===== src/hdl/watchdog_pkg.sv =====
// Constants shared by the watchdog control block and its timeout counter.
// Assumes a 250 MHz core clock and a 32.768 kHz crystal tick input.
package watchdog_pkg;
  // Control register field positions
  localparam int unsigned BIT_WRITE_UNLOCK  = 0;
  localparam int unsigned BIT_WATCHDOG_ARM  = 1;
  localparam int unsigned BIT_TIMEOUT_FLAG  = 2;
  localparam int unsigned BIT_IRQ_SELECT    = 3;
  localparam int unsigned PRESCALE_LSB      = 4;
  localparam int unsigned PRESCALE_WIDTH    = 4;
  // Reset value of the control register
  localparam logic [7:0]  CONTROL_RESET     = 8'h00;
  // Prescale code that forces an immediate reset
  localparam logic [3:0]  PRESCALE_IMMEDIATE = 4'h8;
  // Highest prescale code with a timed period
  localparam logic [3:0]  PRESCALE_MAX_TIMED = 4'h7;
  // Crystal periods per unit of the timeout equation (2^9)
  localparam int unsigned BASE_TICKS_LOG2   = 9;
  // Tick counter width: 2^(7+9) ticks at the longest period
  localparam int unsigned TICK_COUNT_WIDTH  = 17;
  // Width of a watchdog reset pulse in core clocks
  localparam int unsigned RESET_PULSE_CYCLES = 1;
endpackage


===== src/hdl/watchdog_control_bits.sv =====
// Watchdog control register with protected write, status flag and timeout response.
// Assumes the core presents register writes as one-cycle strobes, one per instruction.
// Overview of operation
// - interrupt mode raises unmaskable high-priority interrupt
// - timeout sets flag; survives watchdog reset
// - refresh before expiry, else reset/interrupt
// - arm clears on write0, wdreset, reset, monitor
// - write accepted only right after unlock
// - period is 2^prescale times 512 ticks
// - prescale 8 forces immediate reset
`timescale 1ns/100ps
module watchdog_control_bits
  import watchdog_pkg::*;
(
  input  wire logic       core_clk_i,
  input  wire logic       rst_i,            // External hardware reset
  input  wire logic       xtal_tick_i,      // One pulse per crystal period
  input  wire logic       reg_write_i,      // Write strobe to control register
  input  wire logic       instr_done_i,     // Pulse at each completed instruction
  input  wire logic [7:0] reg_wdata_i,      // Write data
  input  wire logic       supply_monitor_i, // Supply monitor interrupt pulse
  output logic      [7:0] reg_rdata_o,      // Control register read value
  output logic            timeout_irq_o,    // High-priority unmaskable interrupt pulse
  output logic            watchdog_reset_o  // Watchdog reset request pulse
);
  logic [3:0] timeout_prescale;     // Prescale code
  logic       timeout_irq_select;   // 1 selects interrupt response
  logic       timeout_flag;         // Sticky timeout status
  logic       watchdog_arm;         // Enable / refresh bit
  logic       write_unlock;         // Unlock for next instruction
  logic       unlock_armed;         // Unlock window open for next instruction
  logic       write_accept;         // Protected write taken this cycle
  logic       arm_restart;          // Software refresh
  logic       expired;              // Timeout pulse from counter
  logic       immediate;            // Immediate reset selection
  logic       wd_reset_event;       // Watchdog reset this cycle
  logic [3:0] wr_prescale;          // Prescale field of write data
  logic       wr_irq_select;        // Response select field of write data
  logic       wr_arm;               // Arm field of write data
  logic       wr_unlock;            // Unlock field of write data
  logic       run_counter;          // Counter runs on a timed code
  logic       arm_clear;            // Supply monitor or watchdog reset clear of the arm bit
  logic       flag_set;             // Timeout of either kind
  logic       irq_event;            // Interrupt response this cycle
  logic [7:0] next_read;            // Register image for the read port

  // Write is accepted only in the instruction after unlock
  // gated protected write
  assign write_accept   = reg_write_i && unlock_armed;
  assign arm_restart    = write_accept && wr_arm;
  assign immediate      = watchdog_arm && (timeout_prescale == PRESCALE_IMMEDIATE);
  assign wd_reset_event = (expired && !timeout_irq_select) || immediate;

  // Split the write byte into its fields; the flag bit is never taken
  always_comb begin
    wr_prescale   = reg_wdata_i[PRESCALE_LSB +: PRESCALE_WIDTH];  // Upper nibble
    wr_irq_select = reg_wdata_i[BIT_IRQ_SELECT];                  // Response select
    wr_arm        = reg_wdata_i[BIT_WATCHDOG_ARM];                // Enable / refresh
    wr_unlock     = reg_wdata_i[BIT_WRITE_UNLOCK];                // Unlock request
  end

  // Counter only runs while armed on a timed code
  // timed codes only
  always_comb begin
    run_counter = 1'b0;                 // Stopped by default
    if (watchdog_arm) begin
      // Codes 8 and above have no timed period
      run_counter = (timeout_prescale <= PRESCALE_MAX_TIMED);
    end
  end

  // Hardware clear sources of the arm bit
  // clear on reset and monitor events
  always_comb begin
    arm_clear = 1'b0;                   // Nothing clears by default
    if (supply_monitor_i) begin
      // Supply monitor interrupt
      arm_clear = 1'b1;
    end else if (wd_reset_event) begin
      // Watchdog reset: expiry in reset response mode or immediate code
      arm_clear = 1'b1;
    end
  end

  // Timeout status source
  // any timeout sets flag
  always_comb begin
    flag_set = expired || immediate;    // Timed or immediate
  end

  // Interrupt response; no mask input exists, so it cannot be masked
  // interrupt on timed expiry
  always_comb begin
    irq_event = 1'b0;                   // Quiet by default
    if (expired && timeout_irq_select) begin
      // Immediate code always resets instead
      irq_event = !immediate;
    end
  end

  // Register image as software reads it
  always_comb begin
    next_read                                 = CONTROL_RESET;      // Reset image, every bit overwritten below
    next_read[PRESCALE_LSB +: PRESCALE_WIDTH] = timeout_prescale;   // Prescale field
    next_read[BIT_IRQ_SELECT]                 = timeout_irq_select; // Response select
    next_read[BIT_TIMEOUT_FLAG]               = timeout_flag;       // Status flag
    next_read[BIT_WATCHDOG_ARM]               = watchdog_arm;       // Arm bit
    next_read[BIT_WRITE_UNLOCK]               = write_unlock;       // Unlock bit
  end

  // Timeout counter
  watchdog_timeout_counter u_counter (
    .core_clk_i  (core_clk_i),
    .rst_i       (rst_i),
    .run_i       (run_counter),
    .restart_i   (arm_restart),
    .xtal_tick_i (xtal_tick_i),
    .prescale_i  (timeout_prescale),
    .expired_o   (expired)
  );

  // Unlock bit: any write sets or clears it, cleared after one instruction
  always_ff @(posedge core_clk_i) begin
    if (rst_i) begin
      write_unlock <= 1'b0;
      unlock_armed <= 1'b0;
    end else if (reg_write_i && !unlock_armed) begin
      // Unlock write only touches this bit
      write_unlock <= wr_unlock;
      unlock_armed <= wr_unlock;
    end else if (instr_done_i || write_accept) begin
      // Window closes after the next instruction
      write_unlock <= 1'b0;
      unlock_armed <= 1'b0;
    end
  end

  // Prescale and response select
  always_ff @(posedge core_clk_i) begin
    if (rst_i) begin
      timeout_prescale   <= CONTROL_RESET[PRESCALE_LSB +: PRESCALE_WIDTH];
      timeout_irq_select <= CONTROL_RESET[BIT_IRQ_SELECT];
    end else if (write_accept) begin
      timeout_prescale   <= wr_prescale;
      timeout_irq_select <= wr_irq_select;
    end
  end

  // Arm bit
  // arm clear sources
  always_ff @(posedge core_clk_i) begin
    if (rst_i || arm_clear) begin
      // Hardware clears win over a software write
      watchdog_arm <= 1'b0;
    end else if (write_accept) begin
      // Software write of 0 disarms, 1 refreshes
      watchdog_arm <= wr_arm;
    end
  end

  // Status flag: only hardware reset clears it; reset wins over set
  // sticky timeout flag
  always_ff @(posedge core_clk_i) begin
    if (rst_i) begin
      timeout_flag <= 1'b0;
    end else if (flag_set) begin
      timeout_flag <= 1'b1;
    end
  end

  // Interrupt pulse
  // interrupt response
  always_ff @(posedge core_clk_i) begin
    if (rst_i) begin
      // Quiet through hardware reset
      timeout_irq_o <= 1'b0;
    end else begin
      // One pulse per timed expiry
      timeout_irq_o <= irq_event;
    end
  end

  // Watchdog reset pulse; the same event clears the arm bit through arm_clear in the arm bit block
  // reset response
  always_ff @(posedge core_clk_i) begin
    if (rst_i) begin
      // Quiet through hardware reset
      watchdog_reset_o <= 1'b0;
    end else begin
      // Expiry in reset mode or immediate code
      watchdog_reset_o <= wd_reset_event;
    end
  end

  // Read value
  always_ff @(posedge core_clk_i) begin
    if (rst_i) begin
      reg_rdata_o <= CONTROL_RESET;
    end else begin
      reg_rdata_o <= next_read;
    end
  end
endmodule


===== src/hdl/watchdog_timeout_counter.sv =====
// Counts crystal ticks and flags a timeout per the prescale code.
// Assumes xtal_tick_i is a one-cycle pulse, one per crystal period.
`timescale 1ns/100ps
module watchdog_timeout_counter
  import watchdog_pkg::*;
(
  input  wire logic                      core_clk_i,
  input  wire logic                      rst_i,
  input  wire logic                      run_i,
  input  wire logic                      restart_i,
  input  wire logic                      xtal_tick_i,
  input  wire logic [PRESCALE_WIDTH-1:0] prescale_i,
  output logic                           expired_o
);
  logic [TICK_COUNT_WIDTH-1:0] ticks;      // Elapsed crystal periods
  logic [TICK_COUNT_WIDTH-1:0] limit;      // Period in crystal periods

  // Limit is 2^prescale * 512 crystal periods
  // period from prescale
  always_comb begin
    limit = TICK_COUNT_WIDTH'(1) << (5'(prescale_i[2:0]) + 5'(BASE_TICKS_LOG2));
  end

  // Tick counter, cleared on restart or when stopped
  // restart on rearm
  always_ff @(posedge core_clk_i) begin
    if (rst_i || restart_i || !run_i || expired_o) begin
      ticks <= '0;
    end else if (xtal_tick_i) begin
      ticks <= ticks + TICK_COUNT_WIDTH'(1);
    end
  end

  // Expiry pulse, one cycle when the count reaches the limit
  always_ff @(posedge core_clk_i) begin
    if (rst_i || restart_i || !run_i) begin
      expired_o <= 1'b0;
    end else begin
      expired_o <= !expired_o && (ticks == limit - TICK_COUNT_WIDTH'(1)) && xtal_tick_i;
    end
  end
endmodule


===== config.mk =====
export PLATFORM = sky130hd
export DESIGN_NAME = watchdog_control_bits
export DESIGN_NICKNAME = d
export VERILOG_FILES = /design/src/hdl/watchdog_pkg.sv /design/src/hdl/watchdog_control_bits.sv /design/src/hdl/watchdog_timeout_counter.sv
export SDC_FILE = /design/constraint.sdc
export NUM_CORES = 1
export LEC_CHECK = 0
export ABC_CLOCK_PERIOD_IN_PS = 3900
export BUFFER_PORTS_ARGS = -buffer_cell sky130_fd_sc_hd__buf_2
export CORE_ASPECT_RATIO = 0.6
export CORE_UTILIZATION = 57
export DETAILED_ROUTE_END_ITERATION = 10
export HOLD_SLACK_MARGIN = 0.12
export PLACE_DENSITY = 0.79
export SKIP_CTS_REPAIR_TIMING = 1
export SLEW_MARGIN = 20
export SYNTH_ARGS = -nofsm -noshare
export SYNTH_HDL_FRONTEND = slang
export SYNTH_SLANG_ARGS = --single-unit

===== constraint.sdc =====
create_clock -name core_clk_i -period 3.9 [get_ports core_clk_i]
set_input_delay 0.78 -clock core_clk_i [delete_from_list [all_inputs] [get_ports core_clk_i]]
set_output_delay 0.78 -clock core_clk_i [all_outputs]
set_load 0.005 [all_outputs]

* Word-level counts from Yosys, hierarchy flattened
Index checks and enable logic that the tools add are counted.
** Word-level totals
- Logic and storage cells :: 45
- Flip-flop bits (word level) :: 36
- Input bits :: 14
- Output and inout port bits :: 10
** Operators by class
- Order comparisons :: 1
- Bitwise operators :: 1
- Muxes and demuxes :: 5
- Shift-type cells :: 1
- $add $sub $neg :: 3
- Equality and inequality tests :: 2
- Reduce and logical (&&, ||, !) cells :: 22
** Operators by type and width (number)
- 17-bit by 1-bit adder with 17-bit output (second input constant) :: 1
- 17-bit equality test :: 1
- 1-bit by 5-bit left shift with 17-bit output (first input constant) :: 1
- 17-bit by 1-bit subtractor with 17-bit output (second input constant) :: 1
- 1-bit logical AND :: 8
- 1-bit logical OR :: 7
- 3-bit by 4-bit adder with 5-bit output (second input constant) :: 1
- 1-bit zero test :: 5
- 1-bit two-way mux :: 5
- 4-bit equality test (second input constant) :: 1
- 4-bit by 3-bit <= comparator with 1-bit output (second input constant) :: 1
- 2-bit nonzero test :: 1
- 2-bit OR reduction :: 1
- 1-bit inverter :: 1

* Longest topological paths before layout
Gate-level depths: netlist of run 1.
- Word-level depth :: 6
- Gate-level depth with buffers :: 13
- Mapped depth without buffers :: 12

* Cells and area by module
From an unflattened synthesis of run 1, not the netlist that was laid out.
** Unflattened totals
- Cells, all modules :: 183
- Area total of the unflattened synthesis :: 1621.6 um^2
** By module, submodules not included
- watchdog_timeout_counter :: cells each 122, seq. area each 360.3 um^2, area an instance 1031.0 um^2, times used 1
- watchdog_control_bits :: cells each 61, seq. area each 360.3 um^2, area an instance 590.6 um^2, times used 1

* Worst setup path before layout of run 1
No wires, ideal clock.
- Path type :: reg2reg
- Start :: register timeout_prescale[0]
- End :: register u_counter.expired_o
- Buffers on the path :: 1
- Stages on the path, launching flop included :: 14
- Library setup time :: 0.088 ns
- Data required time :: 3.812 ns
- Data arrival time :: 2.640 ns
- Setup slack :: 1.172 ns
- Clock period less this slack :: 2.728 ns
- Cells stage by stage :: dfxtp_1 -> nand2_1 -> inv_1 -> ha_1 -> buf_2 -> nand4b_4 -> or2_2 -> ha_1 -> and2_1 -> a21oi_1 -> a2bb2oi_1 -> xor2_1 -> o2111ai_1 -> nor4_2
** On the way
- Word-level cells in the longest chain between the ends :: 6
- Elaborated cells between the ends (all ways) :: 10
- Those cells by class :: 2 x add/sub; 1 x order compare; 1 x eq/ne; 1 x shift; 1 x mux; 4 x reduce/logical
** RTL lines
- from (decl) :: RTL line watchdog_control_bits.sv:26 : logic [3:0] timeout_prescale;
- from (signal assigned) :: RTL line watchdog_control_bits.sv:141 : timeout_prescale <= CONTROL_RESET[PRESCALE_LSB +: PRESCALE_WIDTH];
- from (signal assigned) :: RTL line watchdog_control_bits.sv:144 : timeout_prescale <= wr_prescale;
- 3-bit by 4-bit adder with 5-bit output :: RTL line watchdog_timeout_counter.sv:21 : limit = TICK_COUNT_WIDTH'(1) << (5'(prescale_i[2:0]) + 5'(BASE_TICKS_LOG2));
- 1-bit by 5-bit left shift with 17-bit output :: RTL line watchdog_timeout_counter.sv:21
- 17-bit by 1-bit subtractor with 17-bit output :: RTL line watchdog_timeout_counter.sv:39 : expired_o <= !expired_o && (ticks == limit - TICK_COUNT_WIDTH'(1)) && xtal_tick_i;
- 17-bit equality test :: RTL line watchdog_timeout_counter.sv:39
- 1-bit logical AND (2 in series) :: RTL line watchdog_timeout_counter.sv:39
- to (signal assigned) :: RTL line watchdog_timeout_counter.sv:39
- to (decl) :: RTL line watchdog_timeout_counter.sv:13 : output logic expired_o
Several ways; a longest one is shown, not always the timed one.
A chain may end at the register's enable or synchronous reset.

* Worst setup path after layout of run 1
- Start :: register timeout_prescale[1]
- End :: register u_counter.expired_o
Same word-level chain as after synthesis.

==> flow_summary.json, run 1 <==
{
  "critical_path.top_delay_family": "simple AND/OR/NAND/NOR gates",
  "via_per_inst": 5.72,
  "start_util": 0.630,
  "gp_congestion": 0.888,
  "clock_latency_ns": 0.29,
  "placedCellCount": 286,
  "slowest_stage": "ha_1",
  "vdd_drop_max_mv": 0.282,
  "wl_met2_mm": 1.62,
  "path_cells": "nand2_1 > inv_1 > ha_1 > nand4b_4 > or2_2 > ha_1 > and2_1 > a21oi_1 > a2bb2oi_1 > xor2_1 > o2111ai_1 > nor4_2",
  "setup_violations": 0,
  "rsz0062_at_grt": "false",
  "critPathArrivalTime_ns": 3.31,
  "num_antenna_cells": 0,
  "grt_usage": 0.261,
  "final_cell_mix": "dfxtp_1, nor2_1, nand2_1",
  "layout.cells.non_filler": 294,
  "reg_top3": "u_counter.ticks (17), reg_rdata_o (8), timeout_prescale (4)",
  "start_kind": "register",
  "synth-seq-cells": 36,
  "max_freq_ghz": 0.322,
  "final_common_cell": "dfxtp_1",
  "largest_register_ffs": 17,
  "pin_count": 24,
  "cts_made_buffers": 5,
  "drt_pass1_iterations": 4,
  "drtAntennaViolNets": 0,
  "required_ns": 4.10,
  "cts.clk_slew.worst_paths_ns": 0.07,
  "cts_sinks": 36,
  "outcome": "complete, no violations",
  "die-area_um2": 3560,
  "cp-end-kind": "register",
  "max_stage_delay_ns": 0.40,
  "htreeDepth": 2,
  "drive_above_1_share": 0.159,
  "yosys-top-cells-area": "dfxtp_1, nor2_1, a21oi_1, nand2_1, xor2_1",
  "synth-edff-count": 0,
  "die_x_um": 76.4,
  "drt-initial-drc-count": 225,
  "power.leakage_nw": 0.811,
  "hold_class": "register to register",
  "yosysWarnings": 0,
  "fillers": 255,
  "dieHeight_um": 46.6,
  "worstPathMaxFanout": 14,
  "max_slew_margin": 0.650,
  "gr-total-overflow": 0,
  "wl_met3_um": 318,
  "cts_root_buffer": "clkbuf_8",
  "hpwl_mm": 2.94,
  "grt_pass1_wl_mm": 6.74,
  "tns_ns": 0,
  "synth.distinct_cells": 43,
  "synth_top_area_frac": 0.381,
  "worst_slew_pin_slew_ns": 0.520,
  "power_density_nw_per_um2": 326,
  "wl_per_cell_um": 14.1,
  "wl_mm": 4.15,
  "via_count": 1681,
  "synthFlopType": "dfxtp_1",
  "yosysSeqAreaShare": 0.381,
  "area_delta_synth_final_pct": 10.9,
  "path_class": "register to register",
  "synth_top_cell_by_area": "dfxtp_1",
  "async_reset_ff_frac": 0,
  "finalMaxSlewViolations": 0,
  "syn_avg_cell_area_um2": 8.15,
  "wl_met1_mm": 2.17,
  "rows": 15,
  "maxCapViolCount": 0,
  "netlist_area_um2": 1890,
  "synth_cells": 232,
  "top_layer": "met4",
  "grt_max_degree": 19,
  "worst_path_most_repeated_cell": "ha_1",
  "num-nets-final": 268,
  "portBuffers": 22,
  "largest_register": "u_counter.ticks",
  "cts_max_path_buffers": 2,
  "antenna_found_initial": 0,
  "core_um2": 3000,
  "grt_pass1_vias": 1339,
  "hold_viol_final": 0,
  "fin_crit_ns": 3.11,
  "path_buf_inv": 1,
  "cts_tree": "yes",
  "finClkSkew_ns": 0.00497,
  "syn_nets": 249,
  "finalCritPeriodShare": 0.797,
  "drc_errors": 0
}
-- metrics by stage --
step           area, um2  worst slack [ns]   util  hold WS, ns  total power [mW]
2_1_floorplan       1890              1.17      -        0.436             0.407
3_3_place_gp        2000             0.900  0.667        0.455             0.417
3_5_place_dp        2000             0.838  0.667        0.468             0.418
4_1_cts             2100             0.823  0.698        0.481             0.687
5_1_grt             2100             0.586  0.698        0.505             0.712
6_report            2100             0.790  0.698        0.478             0.683
-- worst paths after layout --
check | depth (start not counted) | slack, ns | endpoint | start
worst max-delay path | 12 | 0.79 | u_counter.expired_o | timeout_prescale[1]
worst min register to register | 1 | 0.48 | reg_rdata_o[2] | timeout_flag
worst min-delay path | 1 | 0.48 | reg_rdata_o[2] | timeout_flag
worst max register to register | 12 | 0.79 | u_counter.expired_o | timeout_prescale[1]
-- area by class of cell --
type | instances | area (um2) | share of cell area
clock buffer | 7 | 86.3 | 0.0412
clock inverter | 1 | 7.51 | 0.00358
inverter | 5 | 18.8 | 0.00895
multi-input combinational | 178 | 1080 | 0.514
sequential | 36 | 721 | 0.344
tap | 42 | 52.6 | 0.0251
timing repair buffer | 25 | 133 | 0.0632
-- cell usage after synthesis (2+ instances only) --
cell and count:
a21oi_1 20, a22oi_1 2, and2_1 2, and3_1 2
and3b_1 2, buf_6 3, clkbuf_1 9, dfxtp_1 36
ha_1 3, inv_1 5, mux2i_1 3, nand2_1 25
nand2b_1 3, nand3_1 9, nand4_1 7, nor2_1 28
nor2b_1 7, nor3_1 6, nor4_1 2, o211ai_1 3
o21ai_0 12, or3_1 8, xnor2_1 7, xor2_1 9
-- kinds of logic (layout without fill, tap and decap cells) --
family,count (synthesis),count (layout),synth area share
adders and majority gates,3,3,0.0199
and+or+nand+nor,109,109,0.312
AOI/OAI and AO/OA,45,45,0.140
DFF,36,36,0.381
xor gates and xnor gates,16,16,0.0741
buffers and inverters,18,38,0.0483
other,1,1,0.00198
muxes,4,4,0.0218
-- metal layers --
layer,vias to the layer above,global-route usage
met1,762,0.393
met4,0,0.0577
li1,848,-
met3,7,0.0772
met5,-,0
met2,64,0.355
-- report_power, final --
group | internal (mW) | leakage (nW) | switching, mW
Clock | 0.143 | 0.0445 | 0.129
Combinational | 0.0156 | 0.476 | 0.0225
Sequential | 0.370 | 0.290 | 0.00245
Total | 0.529 | 0.811 | 0.154
(Power assumes the default switching activity.)
==> inputs of run 2 (changes only) <==
--- a/config.mk
+++ b/config.mk
@@ -5,7 +5,8 @@
 export SDC_FILE = /design/constraint.sdc
 export NUM_CORES = 1
 export LEC_CHECK = 0
-export ABC_CLOCK_PERIOD_IN_PS = 3900
+export ABC_AREA = 1
+export ABC_CLOCK_PERIOD_IN_PS = 2900
 export BUFFER_PORTS_ARGS = -buffer_cell sky130_fd_sc_hd__buf_2
 export CORE_ASPECT_RATIO = 0.6
 export CORE_UTILIZATION = 57
==> constraint.sdc (replaced) <==
create_clock -name core_clk_i -period 2.9 [get_ports core_clk_i]
set_input_delay 0.58 -clock core_clk_i [delete_from_list [all_inputs] [get_ports core_clk_i]]
set_output_delay 0.58 -clock core_clk_i [all_outputs]
set_load 0.005 [all_outputs]
==> run 2 against run 1 <==
Net effect: clock skew increased by 0.0023 ns; register-to-register slack got worse by 0.42 ns; global-route usage increased by 1.2 points; highest routed layer unchanged; synthesized cell count increased by 25%; first-iteration DRC count increased by 16%; power increased by 41%; critical path type unchanged; largest power group unchanged; area after synthesis increased by 1.9%; non-clock buffer count unchanged.
==> flow_summary.json, run 2 <==
{
  "num-nets-final": 336,
  "synth.distinct_cells": 30,
  "netlist_area_um2": 1930,
  "power_density_nw_per_um2": 438,
  "timing.rr.end": "u_counter.expired_o",
  "synth-edff-count": 0,
  "gr-total-overflow": 0,
  "yosysMostFrequentCell": "nand2_1",
  "synth_commonest_cells": "nand2_1, nor2_1, inv_1",
  "reg_top3": "u_counter.ticks (17), reg_rdata_o (8), timeout_prescale (4)",
  "grt_usage": 0.272,
  "path_class": "register to register",
  "finalCritPeriodShare": 0.873,
  "grt_max_degree": 19,
  "drtAntennaViolNets": 0,
  "rsz0062_at_grt": "false",
  "cts_max_path_buffers": 2,
  "placedCellCount": 354,
  "syn_nets": 307,
  "hold_class": "register to register",
  "maxCapViolCount": 0,
  "yosys-top-cells-area": "dfxtp_1, nand2_1, nor2_1, inv_1, nand3_1",
  "synth_compound_area_frac": 0.107,
  "finalMaxSlewViolations": 0,
  "hold_viol_final": 0,
  "vdd_drop_max_mv": 0.301,
  "synth_top_family_by_area": "simple AND/OR/NAND/NOR gates",
  "via_per_inst": 5.39,
  "cts_sinks": 36,
  "grt_pass1_wl_mm": 7.16,
  "drt_pass1_iterations": 5,
  "max_freq_ghz": 0.395,
  "pin_count": 24,
  "synth_cells": 290,
  "cts.clk_slew.worst_paths_ns": 0.07,
  "cts_tree": "yes",
  "setup_violations": 0,
  "synthAdderAreaFrac": 0.0195,
  "largest_register_ffs": 17,
  "num_antenna_cells": 0,
  "yosys.area_share.simple": 0.384,
  "die_x_um": 77.1,
  "fin_hold_ws_ns": 0.445,
  "clock_latency_ns": 0.29,
  "finClkSkew_ns": 0.00730,
  "hpwl_mm": 3.56,
  "cts_made_buffers": 5,
  "dieHeight_um": 47.0,
  "cp-end-kind": "register",
  "synthFlopType": "dfxtp_1",
  "synth_top_area_frac": 0.374,
  "portBuffers": 22,
  "antenna_found_initial": 0,
  "yosysWarnings": 0,
  "power.leakage_nw": 0.958,
  "outcome": "complete, no violations",
  "drc_errors": 0,
  "final_cell_mix": "nand2_1, nor2_1, inv_1",
  "worstReg2RegStart": "timeout_prescale[0]",
  "start_util": 0.634,
  "synth_mux_area_frac": 0,
  "wl_mm": 4.50,
  "synth-seq-cells": 36,
  "die-area_um2": 3620,
  "crit_path_start": "timeout_prescale[0]",
  "syn_avg_cell_area_um2": 6.64,
  "core_um2": 3040,
  "critPathArrivalTime_ns": 2.76,
  "tns_ns": 0,
  "fin_util": 0.720,
  "wl_per_cell_um": 12.5,
  "drt-initial-drc-count": 262,
  "synth_top_cell_by_area": "dfxtp_1",
  "cp-endpoint": "u_counter.expired_o",
  "start_kind": "register",
  "rows": 15,
  "area_delta_synth_final_pct": 13.6,
  "r2r_cells": 17,
  "fin_crit_ns": 2.53,
  "r2r_slack_ns": 0.37,
  "via_count": 1945,
  "async_reset_ff_frac": 0,
  "cts_root_buffer": "clkbuf_8",
  "worstPathMaxFanout": 5,
  "htreeDepth": 2,
  "required_ns": 3.13,
  "layout.cells.non_filler": 361,
  "gp_congestion": 0.945,
  "drive_above_1_share": 0.144,
  "yosysSeqAreaShare": 0.374,
  "grt_pass1_vias": 1468,
  "largest_register": "u_counter.ticks",
  "synth-xor-area-share": 0.0136,
  "fillers": 285,
  "final_common_cell": "nand2_1"
}
## run 2: layer usage
layer	GRT usage	vias up	wire, um
li1	-	989	-
met1	0.425	869	2380
met2	0.346	82	1600
met3	0.0757	5	470
met4	0.0906	0	47
met5	0	-	0
## run 2: power by group
group          internal, mW  switching [mW]
registers             0.501         0.00370
logic                0.0256          0.0424
clock network         0.211           0.176
total                 0.738           0.222
## run 2: cell families after synthesis
logic type / count (synthesis)
simple gates: 163
other cells: 1
xor+xnor: 3
flops: 36
buf+inv: 49
fa+ha+maj: 3
compound gates: 35
## run 2: worst min-delay path by stage
stage                 start        endpoint  slack (ns)  cells after the start
2_1_floorplan  timeout_flag  reg_rdata_o[2]        0.41                      2
3_3_place_gp   timeout_flag  reg_rdata_o[2]        0.42                      2
3_5_place_dp   timeout_flag  reg_rdata_o[2]        0.44                      2
4_1_cts        timeout_flag  reg_rdata_o[2]        0.45                      2
5_1_grt        timeout_flag  reg_rdata_o[2]        0.47                      2
6_report       timeout_flag  reg_rdata_o[2]        0.44                      2
## run 2: final cells by class
type	count	area [um2]	area share
clock buffers	7	96.3	0.0440
inverters	46	173	0.0789
multi-input cells	205	1010	0.463
flip-flops and latches	36	721	0.329
well taps	42	52.6	0.0240
repair buffers	25	133	0.0606
## run 2: metrics by stage
step	power, mW	setup WS (ns)	instance area (um2)
final	0.960	0.368	2190
after global routing	0.992	0.188	2190
after CTS	0.962	0.446	2190
after detailed placement	0.582	0.454	2090
after global placement	0.581	0.512	2090
after floorplan	0.559	0.684	1930
## run 2: critical path, cell delays in order (launching register included)
cell,delay [ns]
dfxtp_1,0.32
nand2_1,0.17
inv_1,0.14
ha_1,0.37
nor2_4,0.15
nand2_1,0.09
ha_1,0.26
inv_1,0.19
nor2_1,0.06
nor2_1,0.13
nand2_2,0.06
nor2_1,0.09
nand2_1,0.07
nor2_1,0.08
nand2_1,0.07
nor2_1,0.09
nand2_1,0.06
nor2_1,0.07
